## config.mk

```make
export PLATFORM = sky130hd
export DESIGN_NAME = apm_core
export DESIGN_NICKNAME = d
export VERILOG_FILES = /design/src/core/apm_pkg.sv /design/src/core/apm_core.sv
export VERILOG_INCLUDE_DIRS = /design/src /design/src/core
export SDC_FILE = /design/constraint.sdc
export NUM_CORES = 1
export LEC_CHECK = 0
export BUFFER_PORTS_ARGS = -buffer_cell sky130_fd_sc_hd__buf_2
export CORE_ASPECT_RATIO = 0.6
export CORE_MARGIN = 10
export CORE_UTILIZATION = 50
export DETAILED_ROUTE_END_ITERATION = 8
export PLACE_DENSITY = 0.65
export SKIP_CTS_REPAIR_TIMING = 1
export SLEW_MARGIN = 30
export SYNTH_ARGS = -nofsm -noshare
export SYNTH_HDL_FRONTEND = slang
export SYNTH_SLANG_ARGS = --single-unit
```

## constraint.sdc

```tcl
create_clock -name clk_in -period 5.9 [get_ports clk_in]
set_input_delay 1.18 -clock clk_in [delete_from_list [all_inputs] [get_ports clk_in]]
set_output_delay 1.18 -clock clk_in [all_outputs]
set_load 0.01 [all_outputs]
```

## src/core/apm_regs.svh

```systemverilog
// Purpose: named constants for the converter power and start-up control
// Assumes: 200 MHz core clock
// Notes: definitions only
`ifndef APM_REGS_SVH
`define APM_REGS_SVH
// ------------------------------------------------------------
// timing
// ------------------------------------------------------------
`define APM_CLK_PERIOD_NS 5
`define APM_CONV_TIME_NS 25000
`define APM_STRB_EXT_FALLS 4'h2
`define APM_EXT_CONV_FALLS 4'h8
// ------------------------------------------------------------
// control byte fields and counts
// ------------------------------------------------------------
`define APM_CTRL_BITS_AFTER_START 3'h7
`define APM_RESULT_W 8
`define APM_FIFO_DEPTH 8
`define APM_CLK_MODE_INT 1'h0
`define APM_SHREG_RESET 9'h000
`endif

```

## src/core/apm_pkg.sv

```systemverilog
// Purpose: shared types for the converter power and start-up control
// Assumes: apm_regs.svh supplies the numeric constants
// Notes: types only
package apm_pkg;
  // control byte as shifted in, start bit first
  typedef struct packed {
    logic start;
    logic [2:0] channel;
    logic unipolar;
    logic single_ended;
    logic power_down_select_bit;
    logic clock_mode_select_bit;
  } apm_ctrl_t;
  // status flags leaving the block
  typedef struct packed {
    logic converter_enable;
    logic ref_enable;
    logic powered;
    logic converting;
  } apm_status_t;
  // control states
  typedef enum logic [2:0] {
    ST_OFF,
    ST_IDLE,
    ST_RX,
    ST_CONV,
    ST_STORE,
    ST_SLEEP
  } apm_state_t;
endpackage

```

## src/core/apm_core.sv

```systemverilog
// Purpose: power state, start bit, conversion sequencing and result readout
// Assumes: pins are asynchronous to clk_in and are sampled through two flip-flops
// Notes: the three-level shutdown pin arrives as two decoded digital inputs
`include "apm_regs.svh"

// ------------------------------------------------------------
// result buffer
// ------------------------------------------------------------
module apm_fifo #(
  parameter int WIDTH = `APM_RESULT_W,
  parameter int DEPTH = `APM_FIFO_DEPTH
) (
  input wire logic clk_in,
  input wire logic rst_in,
  input wire logic in_valid_in,
  output logic in_ready_out,
  input wire logic [WIDTH-1:0] in_data_in,
  output logic out_valid_out,
  input wire logic out_ready_in,
  output logic [WIDTH-1:0] out_data_out
);
  localparam int AW = $clog2(DEPTH);
  logic [WIDTH-1:0] mem [DEPTH]; // storage words
  logic [AW-1:0] wr_ptr; // next write slot
  logic [AW-1:0] rd_ptr; // next read slot
  logic [AW:0] count; // words held
  logic push;
  logic pop;

  assign in_ready_out = (count != (AW+1)'(DEPTH));
  assign out_valid_out = (count != '0);
  assign out_data_out = mem[rd_ptr];
  assign push = in_valid_in && in_ready_out;
  assign pop = out_valid_out && out_ready_in;

  // storage write
  always_ff @(posedge clk_in)
  begin
    if (push)
    begin
      mem[wr_ptr] <= in_data_in;
    end
  end

  // pointers and fill level
  always_ff @(posedge clk_in or posedge rst_in)
  begin
    if (rst_in)
    begin
      wr_ptr <= '0;
      rd_ptr <= '0;
      count <= '0;
    end
    else
    begin
      if (push)
      begin
        wr_ptr <= (wr_ptr == AW'(DEPTH-1)) ? '0 : wr_ptr + 1'b1;
      end
      if (pop)
      begin
        rd_ptr <= (rd_ptr == AW'(DEPTH-1)) ? '0 : rd_ptr + 1'b1;
      end
      count <= count + (AW+1)'(push) - (AW+1)'(pop);
    end
  end
endmodule

// Summary of operation
// - power-up enters internal clock mode
// - strobe high at power-up; first one starts
// - zeros shift out before first conversion
// - power-down chosen by select bit when enabled
// - low shutdown forces shutdown, overrides select
// - software power-down waits for conversion end
// - readout stays alive in software power-down
// - start bit wakes from software power-down
// - select one stays powered, zero sleeps
// - hard shutdown aborts running conversion
// - shutdown level decodes enable and reference
// - result is plain binary, 256 codes
// - clock-mode bit picks conversion clock source
// - first high after chip select is start
// - result MSB first on falling serial clock
module apm_core #(
  parameter int CONV_CYCLES = `APM_CONV_TIME_NS / `APM_CLK_PERIOD_NS
) (
  input wire logic clk_in,
  input wire logic rst_in,
  input wire logic cs_n_in,
  input wire logic sclk_in,
  input wire logic din_in,
  input wire logic shutdown_input_n_in,
  input wire logic shutdown_float_in,
  input wire logic [7:0] conversion_code_in,
  output logic dout_out,
  output logic dout_oe_out,
  output logic conversion_done_strobe_out,
  output logic conversion_done_strobe_oe_out,
  output apm_pkg::apm_status_t status_out
);
  import apm_pkg::*;

  // ------------------------------------------------------------
  // pin synchronisers
  // ------------------------------------------------------------
  logic [4:0] pin_meta; // first stage, read only by second stage
  logic [4:0] pin_sync; // second stage
  logic sclk_prev; // previous synced serial clock
  logic cs_n; // synced chip select
  logic din; // synced data in
  logic shutdown_input_n_low; // shutdown pin driven low
  logic shutdown_input_n_float; // shutdown pin left open
  logic sclk_rise;
  logic sclk_fall;

  // two flip-flops on every pin
  always_ff @(posedge clk_in or posedge rst_in)
  begin
    if (rst_in)
    begin
      pin_meta <= 5'h19; // serial clock bit at its idle low, so no false rise after reset
      pin_sync <= 5'h19;
      sclk_prev <= 1'h0;
    end
    else
    begin
      pin_meta <= {shutdown_float_in, shutdown_input_n_in, din_in, sclk_in, cs_n_in};
      pin_sync <= pin_meta;
      sclk_prev <= pin_sync[1];
    end
  end

  assign cs_n = pin_sync[0];
  assign din = pin_sync[2];
  assign shutdown_input_n_low = !pin_sync[3];
  assign shutdown_input_n_float = pin_sync[4];
  assign sclk_rise = pin_sync[1] && !sclk_prev;
  assign sclk_fall = !pin_sync[1] && sclk_prev;

  // ------------------------------------------------------------
  // control sequencing
  // ------------------------------------------------------------
  apm_state_t state; // power and conversion state
  apm_ctrl_t ctrl; // latched control byte
  logic [6:0] rx_shift; // bits after the start bit
  logic [2:0] rx_count; // bits still to receive
  logic [12:0] conv_count; // internal conversion timer
  logic [3:0] ext_falls; // serial clock falls in external conversion
  logic clk_mode; // current conversion clock source
  logic [7:0] result; // captured code
  logic fifo_ready;
  logic fifo_valid;
  logic [7:0] fifo_data;
  logic pop;
  logic started; // start bit seen on this edge

  assign started = !cs_n && sclk_rise && din;

  // main state machine
  always_ff @(posedge clk_in or posedge rst_in)
  begin
    if (rst_in)
    begin
      state <= ST_OFF;
    end
    else if (shutdown_input_n_low)
    begin
      state <= ST_OFF; // abort anything at once
    end
    else
    begin
      case (state)
        ST_OFF:
        begin
          state <= ST_IDLE;
        end
        ST_IDLE, ST_SLEEP:
        begin
          if (started)
          begin
            state <= ST_RX;
          end
        end
        ST_RX:
        begin
          if (cs_n)
          begin
            state <= ST_IDLE;
          end
          else if (sclk_rise && rx_count == 3'h1)
          begin
            state <= ST_CONV;
          end
        end
        ST_CONV:
        begin
          if (clk_mode == `APM_CLK_MODE_INT)
          begin
            if (conv_count == 13'(CONV_CYCLES - 1))
            begin
              state <= ST_STORE;
            end
          end
          else if (cs_n)
          begin
            state <= ST_IDLE;
          end
          else if (sclk_fall && ext_falls == `APM_EXT_CONV_FALLS - 4'h1)
          begin
            state <= ST_STORE;
          end
        end
        ST_STORE:
        begin
          if (fifo_ready)
          begin
            state <= ctrl.power_down_select_bit ? ST_IDLE : ST_SLEEP;
          end
        end
        default:
        begin
          state <= ST_OFF;
        end
      endcase
    end
  end

  // control byte reception
  always_ff @(posedge clk_in or posedge rst_in)
  begin
    if (rst_in)
    begin
      rx_shift <= 7'h00;
      rx_count <= 3'h0;
      ctrl <= '0;
      clk_mode <= `APM_CLK_MODE_INT;
    end
    else if ((state == ST_IDLE || state == ST_SLEEP) && started)
    begin
      rx_count <= `APM_CTRL_BITS_AFTER_START;
    end
    else if (state == ST_RX && sclk_rise)
    begin
      rx_shift <= {rx_shift[5:0], din};
      rx_count <= rx_count - 3'h1;
      if (rx_count == 3'h1)
      begin
        ctrl <= apm_ctrl_t'({1'b1, rx_shift[5:0], din});
        clk_mode <= din;
      end
    end
  end

  // conversion timing in either clock mode
  always_ff @(posedge clk_in or posedge rst_in)
  begin
    if (rst_in)
    begin
      conv_count <= 13'h0000;
      ext_falls <= 4'h0;
      result <= 8'h00;
    end
    else if (state != ST_CONV)
    begin
      conv_count <= 13'h0000;
      ext_falls <= 4'h0;
    end
    else
    begin
      conv_count <= conv_count + 13'h0001;
      if (sclk_fall)
      begin
        ext_falls <= ext_falls + 4'h1;
      end
      result <= conversion_code_in; // straight binary code
    end
  end

  // ------------------------------------------------------------
  // result path
  // ------------------------------------------------------------
  apm_fifo #(
    .WIDTH(`APM_RESULT_W),
    .DEPTH(`APM_FIFO_DEPTH)
  ) u_fifo (
    .clk_in(clk_in),
    .rst_in(rst_in),
    .in_valid_in(state == ST_STORE && !shutdown_input_n_low),
    .in_ready_out(fifo_ready),
    .in_data_in(result),
    .out_valid_out(fifo_valid),
    .out_ready_in(pop),
    .out_data_out(fifo_data)
  );

  logic [8:0] out_shift; // leading zero then result bits
  logic [3:0] out_left; // bits not yet shifted
  assign pop = fifo_valid && (out_left == 4'h0);

  // readout shifter, also runs in software power-down
  always_ff @(posedge clk_in or posedge rst_in)
  begin
    if (rst_in)
    begin
      out_shift <= `APM_SHREG_RESET; // zeros until a result
      out_left <= 4'h0;
      dout_out <= 1'h0;
    end
    else if (pop)
    begin
      out_shift <= {1'b0, fifo_data};
      out_left <= 4'h9;
    end
    else if (sclk_fall && !cs_n)
    begin
      dout_out <= out_shift[8]; // MSB first
      out_shift <= {out_shift[7:0], 1'b0};
      out_left <= (out_left == 4'h0) ? 4'h0 : out_left - 4'h1;
    end
  end

  // ------------------------------------------------------------
  // strobe, enables and status
  // ------------------------------------------------------------
  // strobe low while converting internally, brief high in external mode
  always_ff @(posedge clk_in or posedge rst_in)
  begin
    if (rst_in)
    begin
      conversion_done_strobe_out <= 1'h1;
      conversion_done_strobe_oe_out <= 1'h1;
      dout_oe_out <= 1'h0;
      status_out <= '0;
    end
    else
    begin
      if (state == ST_CONV)
      begin
        conversion_done_strobe_out <= (clk_mode != `APM_CLK_MODE_INT) && (ext_falls < `APM_STRB_EXT_FALLS);
      end
      else
      begin
        conversion_done_strobe_out <= 1'h1;
      end
      conversion_done_strobe_oe_out <= (clk_mode == `APM_CLK_MODE_INT) || !cs_n;
      dout_oe_out <= !cs_n;
      status_out.converter_enable <= !shutdown_input_n_low;
      status_out.ref_enable <= !shutdown_input_n_low && shutdown_input_n_float;
      status_out.powered <= (state != ST_OFF) && (state != ST_SLEEP);
      status_out.converting <= (state == ST_CONV);
    end
  end
endmodule

```

==> results of run 1 <==
-- state kept, by name (all words and copies together) (netlist names), 4 cells and up --
register      cells
conv_count       13
ext_falls         4
out_left          4
out_shift         9
pin_meta          5
pin_sync          5
result            8
status_out        4
u_fifo.count      4
u_fifo.mem       64
-- placed cells by master (no fill, tap or decap), types with 3 or more instances in the layout --
cell / synthesis / layout
a211oi_1: 7 / 7
a21o_1: 4 / 4
a21oi_1: 6 / 6
a31oi_1: 8 / 8
buf_2: 4 / 22
buf_4: 1 / 7
bufinv_16: 0 / 3
clkbuf_16: 0 / 17
clkinv_4: 0 / 3
dfrtp_1: 68 / 68
dfstp_2: 8 / 8
edfxtp_1: 64 / 64
ha_1: 16 / 16
inv_1: 23 / 22
inv_6: 0 / 3
inv_8: 0 / 4
mux2_2: 5 / 5
mux2i_1: 4 / 4
mux4_2: 16 / 16
nand2_1: 68 / 68
nand2b_1: 8 / 8
nand3_1: 8 / 8
nand4_1: 3 / 3
nor2_1: 21 / 21
nor2b_1: 11 / 11
nor3_1: 9 / 8
nor4_1: 6 / 6
o21ai_0: 5 / 5
xnor2_1: 9 / 9
xor2_1: 7 / 7
-- path summary, 6_finish.rpt --
check | end | slack (ns) | depth (start not counted)
max in group asynchronous | result[3] | 4.53 | 3
hold reg to reg | pin_sync[2] | 0.35 | 0
setup reg to reg | u_fifo.count[1] | 3.00 | 11
hold / removal | pin_sync[2] | 0.35 | 0
setup / recovery | u_fifo.count[1] | 3.00 | 11
min in group asynchronous | dout_oe_out | 0.93 | 3
-- logic make-up (layout without fill, tap and decap cells) --
family / Yosys count / in the layout / synth area share (%)
AND/OR/NAND/NOR: 151 / 151 / 12.7
flip-flops: 140 / 140 / 65.3
AO/OA/AOI/OAI: 41 / 41 / 5.07
buffers and inverters: 38 / 86 / 2.96
multiplexers: 25 / 25 / 7.78
adder cells (fa/ha/maj): 17 / 17 / 3.75
XOR/XNOR: 16 / 16 / 2.39
-- worst max-delay path, cell delays in order, from the launching register on --
cell	delay, ns
dfrtp_1	0.38
inv_1	0.07
ha_1	0.22
or3b_1	0.18
a21o_1	0.56
inv_1	0.25
ha_1	0.35
inv_1	0.06
ha_1	0.15
inv_1	0.05
fa_1	0.48
inv_1	0.04
-- layout make-up --
cell class                      count  area [um^2]  area share (%)
Clock buffer                       17          425            6.26
Clock inverter                     15          203            2.98
Inverter                           24         90.1            1.32
Multi-Input combinational cell    250         1870            27.5
Sequential cell                   140         3830            56.4
Tap cell                          160          200            2.94
Timing Repair Buffer               30          174            2.56
-- stage by stage --
step	hold slack [ns]	util, %	total power (W)	setup WS (ns)	std cells
CTS	0.356	59.7	0.00325	2.99	636
floorplan	0.331	-	0.00193	2.79	428
detailed placement	0.343	54.2	0.00211	3.03	604
global placement	0.338	54.2	0.00208	3.10	604
global route	0.359	59.8	0.00341	2.71	636
finish	0.355	59.8	0.00322	3.00	636
-- layer usage --
layer | share of wire, % | vias to the layer above | GRT usage, %
li1 | - | 1612 | -
met1 | 51 | 1721 | 21.1
met2 | 43 | 68 | 19.2
met3 | 4.7 | 16 | 3.79
met4 | 1.3 | 0 | 5.48
met5 | 0 | - | 0
-- power groups by stage --
stage / clock network (W) / registers [W] / logic (W)
finish: 0.00112 / 0.00146 / 0.000636
global route: 0.00119 / 0.00149 / 0.000728
CTS: 0.00115 / 0.00145 / 0.000647
detailed placement: 0 / 0.00147 / 0.000642
global placement: 0 / 0.00146 / 0.000625
floorplan: 0 / 0.00138 / 0.000542
==> run metrics, run 1 <==
status finished, final reports clean; All-Layer GR Usage 14.2%; Core Region 11400 um^2; Design Area, Final 6800 um^2; CTS Buf Count 17; Primary FF master, synth dfrtp_1; worst min-delay path startpoint pin_meta[2]; RSZ-0062 raised after global routing false; reg2reg start out_left[0]; Flop pwr share 45.3%; CTS tree built; post-synthesis cell type count 54; maximum vdd drop 219 uV; Post-Route Skew 0.0108 ns; final setup vio count 0; switch share 30.3%; placed wire-length estimate 7330 um; Worst setup SP type register; Critical Path RT 6.21 ns; Logic pwr share 19.8%; Final min period 2.90 ns; Core Rows 30; FILL cells 892; Avg Inst Size Synth 13.7 um^2; Mapped Cells 428; GR Overflow Total 0; ranking of synthesized cells by area edfxtp_1, dfrtp_1, mux4_2, nand2_1, dfstp_2; CP max FO 24; largest net degree at the start of global routing 77; diode count 0; die area 16600 um^2; sequential element share of the synthesized area 65.3%; first-pass GRT wire length 18700 um; DR vias/cell 5.37; Area Overhead vs Synth 15.8%; FMAX 0.344 GHz; via count 3417; placed cell area 6160 um^2; CTS clk-pin slew, worst paths 0.06 ns; Port-buffer cells 22; Critical Path AT 3.21 ns; final hold violations 0; setup_tns 0 ns; Final Wtd Congestion 0.752; DRT Pass-1 Iters 5; synthesized net count 460; via count of the first global-routing pass 3478; Worst Tran Pin Value 0.887 ns; Async SR Flop Fraction 54.3%; Hold Path Class reg -> reg; EDFF count, synth 64; initial core utilization 51.6%; Layout Nets 495; Clock Sinks 140; PD cells 473 nW/um^2; CP Launch Point out_left[0]; Synth top area share 32.7%; Die Ht 104 um; Root Driver clkbuf_16; FF+latch count, synth 140; Lkg Pwr 2.73 nW; H-tree levels 4; Post-DRT Antenna Nets 0; drt wl/cell 17.6 um; Max-cap violations 0; synth cell count leaders dfrtp_1, nand2_1, edfxtp_1; DR iter-0 viols 253; final wirelength 11200 um; worst skew pair latency 0.42 ns; Synth area leader edfxtp_1; YS warnings 0; Slew HR 40.7%; period utilisation layout 49.2%; layout cells sized above 1 21.0%; P_sw 0.000974 W; Die W 160 um; Mapped Area 5870 um^2; Worst Setup End Kind register; Ports 23; internal power 0.00224 W; critical path class reg -> reg; clock power share 35.0%; DRC 0; Pins Over Slew Limit 0; Clock Path Buffers 2; initial antenna violation count 0
No activity file was read; power rests on OpenSTA's default activity.
==> run 2: changes to the inputs <==
ABC_AREA = 1   (was not set)
clock period = 2.8 ns   (was 5.9 ns; I/O delays follow)
==> run metrics, run 2 <==
Worst setup SP type register; Primary FF master, synth dfrtp_1; DR iter-0 viols 329 (+30%); Area Overhead vs Synth 15.1%; Post-DRT Antenna Nets 0 (unchanged); Async SR Flop Fraction 54.3% (unchanged); Hold WS 0.215 ns (-0.140 ns); CTS Buf Count 17 (unchanged); largest net degree at the start of global routing 40 (-48%); die area 16700 um^2 (+0.78%); FF+latch count, synth 140 (unchanged); Clock Sinks 140 (unchanged); CTS clk-pin slew, worst paths 0.06 ns (about the same); placed wire-length estimate 8440 um (+15%); Slew HR 51.3% (+11 points); FMAX 0.430 GHz (+25%); most common cell in the netlist nand2_1; worst path cell trace inv_1, ha_1, nand2_1, nor2_1, nand2_1, inv_1, ha_1, inv_1, ha_1, inv_1, fa_1, inv_1; Final min period 2.32 ns (-0.581 ns); YS warnings 0 (unchanged); R2R cell count 12 (+1); final hold violations 0 (unchanged); Die W 161 um (+0.41%); DRC 0 (unchanged); CP delay by family, top adder cells; initial antenna violation count 0 (unchanged); Hold Path Class in -> async; Pins Over Slew Limit 0 (unchanged); worst skew pair latency 0.42 ns (about the same); DR vias/cell 5.25 (-2.2%); Post-Route Skew 0.00670 ns (-0.00405 ns); sequential element share of the synthesized area 64.7% (-0.61 points); setup_tns 0 ns (unchanged); ranking of synthesized cells by area edfxtp_1, dfrtp_1, nand2_1, nor2_1, o21ai_0; CTS tree built; Avg Inst Size Synth 10.6 um^2 (-23%); period utilisation layout 83.0% (+34 points); post-synthesis cell type count 36 (-33%); CP max stage delay 0.49 ns (-0.07 ns); Worst Setup End Kind register; CP Launch Point out_left[0]; H-tree levels 4 (unchanged); synth cell count leaders nand2_1, nor2_1, dfrtp_1; All-Layer GR Usage 15.4% (+1.2 points); synthesized net count 590 (+28%); Largest register FFs 64 (unchanged); R2R Setup Slk 0.48 ns (-2.52 ns); Synth area leader edfxtp_1; slowest CP cell fa_1; via count of the first global-routing pass 3961 (+14%); Regs by FF count u_fifo.mem: 64 flops, conv_count: 13 flops, out_shift: 9 flops; CP most frequent cell inv_1; Critical Path RT 3.11 ns (-3.10 ns); Mapped Area 5920 um^2 (+0.94%); Biggest register u_fifo.mem; drt wl/cell 16.3 um (-7.0%); Core Region 11400 um^2 (+0.66%); via count 4014 (+17%); GR Overflow Total 0 (unchanged); Root Driver clkbuf_16; most common cell after layout, fill and taps aside nand2_1; Die Ht 104 um (+0.38%); Core Rows 30 (unchanged); Port-buffer cells 22 (unchanged); reg2reg start out_left[0]; layout cells sized above 1 13.1% (-7.9 points); EDFF count, synth 64 (unchanged); Mapped Cells 558 (+30%); CP max FO 6 (-75%); initial core utilization 51.7% (+0.14 points); Critical Path AT 2.63 ns (-0.58 ns); Final Wtd Congestion 0.841 (+12%); Synth top area share 32.4% (-0.30 points); Ports 23 (unchanged); maximum vdd drop 513 uV (+130%); final setup vio count 0 (unchanged); Lkg Pwr 2.95 nW (+7.9%); reg2reg end u_fifo.count[1]; status finished, final reports clean; most frequent cells in the layout nand2_1, nor2_1, dfrtp_1; Max-cap violations 0 (unchanged); Layout Nets 623 (+26%); final wirelength 12500 um (+12%); Buf+Inv Stages, Crit Path 5 (unchanged); Worst Tran Pin Value 0.728 ns (-0.159 ns); DRT Pass-1 Iters 4 (-1); diode count 0 (unchanged); PD cells 1020 nW/um^2 (+120%); RSZ-0062 raised after global routing false; critical path class reg -> reg; first-pass GRT wire length 20500 um (+9.5%); Clock Path Buffers 2 (unchanged)
==> run 2: cell types whose count changed after synthesis, moves of 8 or more <==
cell | before | now
o22ai_1 | 0 | 16
mux4_2 | 16 | 0
nand2_1 | 68 | 92
nor2b_1 | 11 | 0
nor2_1 | 21 | 78
o21ai_0 | 5 | 54
inv_1 | 23 | 64
nand2b_1 | 8 | 0
==> run 2: how the worst max path moves through the flow <==
stage               slack (ns)  cells past startpoint              end
floorplan                 0.31                      1         clk_mode
global placement          0.63                     12  u_fifo.count[1]
detailed placement        0.53                     12  u_fifo.count[1]
CTS                       0.49                     12  u_fifo.count[1]
global route              0.32                     12  u_fifo.count[1]
finish                    0.48                     12  u_fifo.count[1]
==> run 2: cell families (layout without fill, tap and decap cells) <==
group	Yosys count	count (layout)	share of synthesized area, %
and+or+nand+nor	205	205	14.5
adders and majority gates	17	17	3.72
AOI/OAI and AO/OA	109	109	10.9
xor gates and xnor gates	4	4	0.591
DFF	140	140	64.7
buffers and inverters	83	129	5.64
==> run 2: through the flow <==
stage	util (%)	std cells	setup WS (ns)	area (um^2)	power (W)
2_1_floorplan	-	558	0.315	5920	0.00415
3_3_place_gp	54.4	732	0.625	6220	0.00469
3_5_place_dp	54.4	732	0.525	6220	0.00474
4_1_cts	59.6	764	0.486	6820	0.00696
5_1_grt	59.6	764	0.320	6820	0.00736
6_report	59.6	764	0.476	6820	0.00695
==> run 2: metal layers <==
metal	routed length (um)	GRT usage [%]
met2	5190	21.1
met5	0	0
met4	144	4.77
met1	6050	21.9
met3	1110	5.73
==> run 2: power breakdown <==
group	total (W)	internal (W)	switching, W	leakage, nW
Combinational	0.00170	0.000591	0.00111	1.11
Clock	0.00221	0.00136	0.000852	0.302
Sequential	0.00304	0.00263	0.000413	1.53
==> run 2: area by class of cell <==
type	instances	area (um^2)
multi-input combinational	335	1760
tap	160	200
clock inverter	8	48.8
clock buffer	24	546
inverter	68	258
timing repair buffer	29	175
fill	925	4630
sequential	140	3830
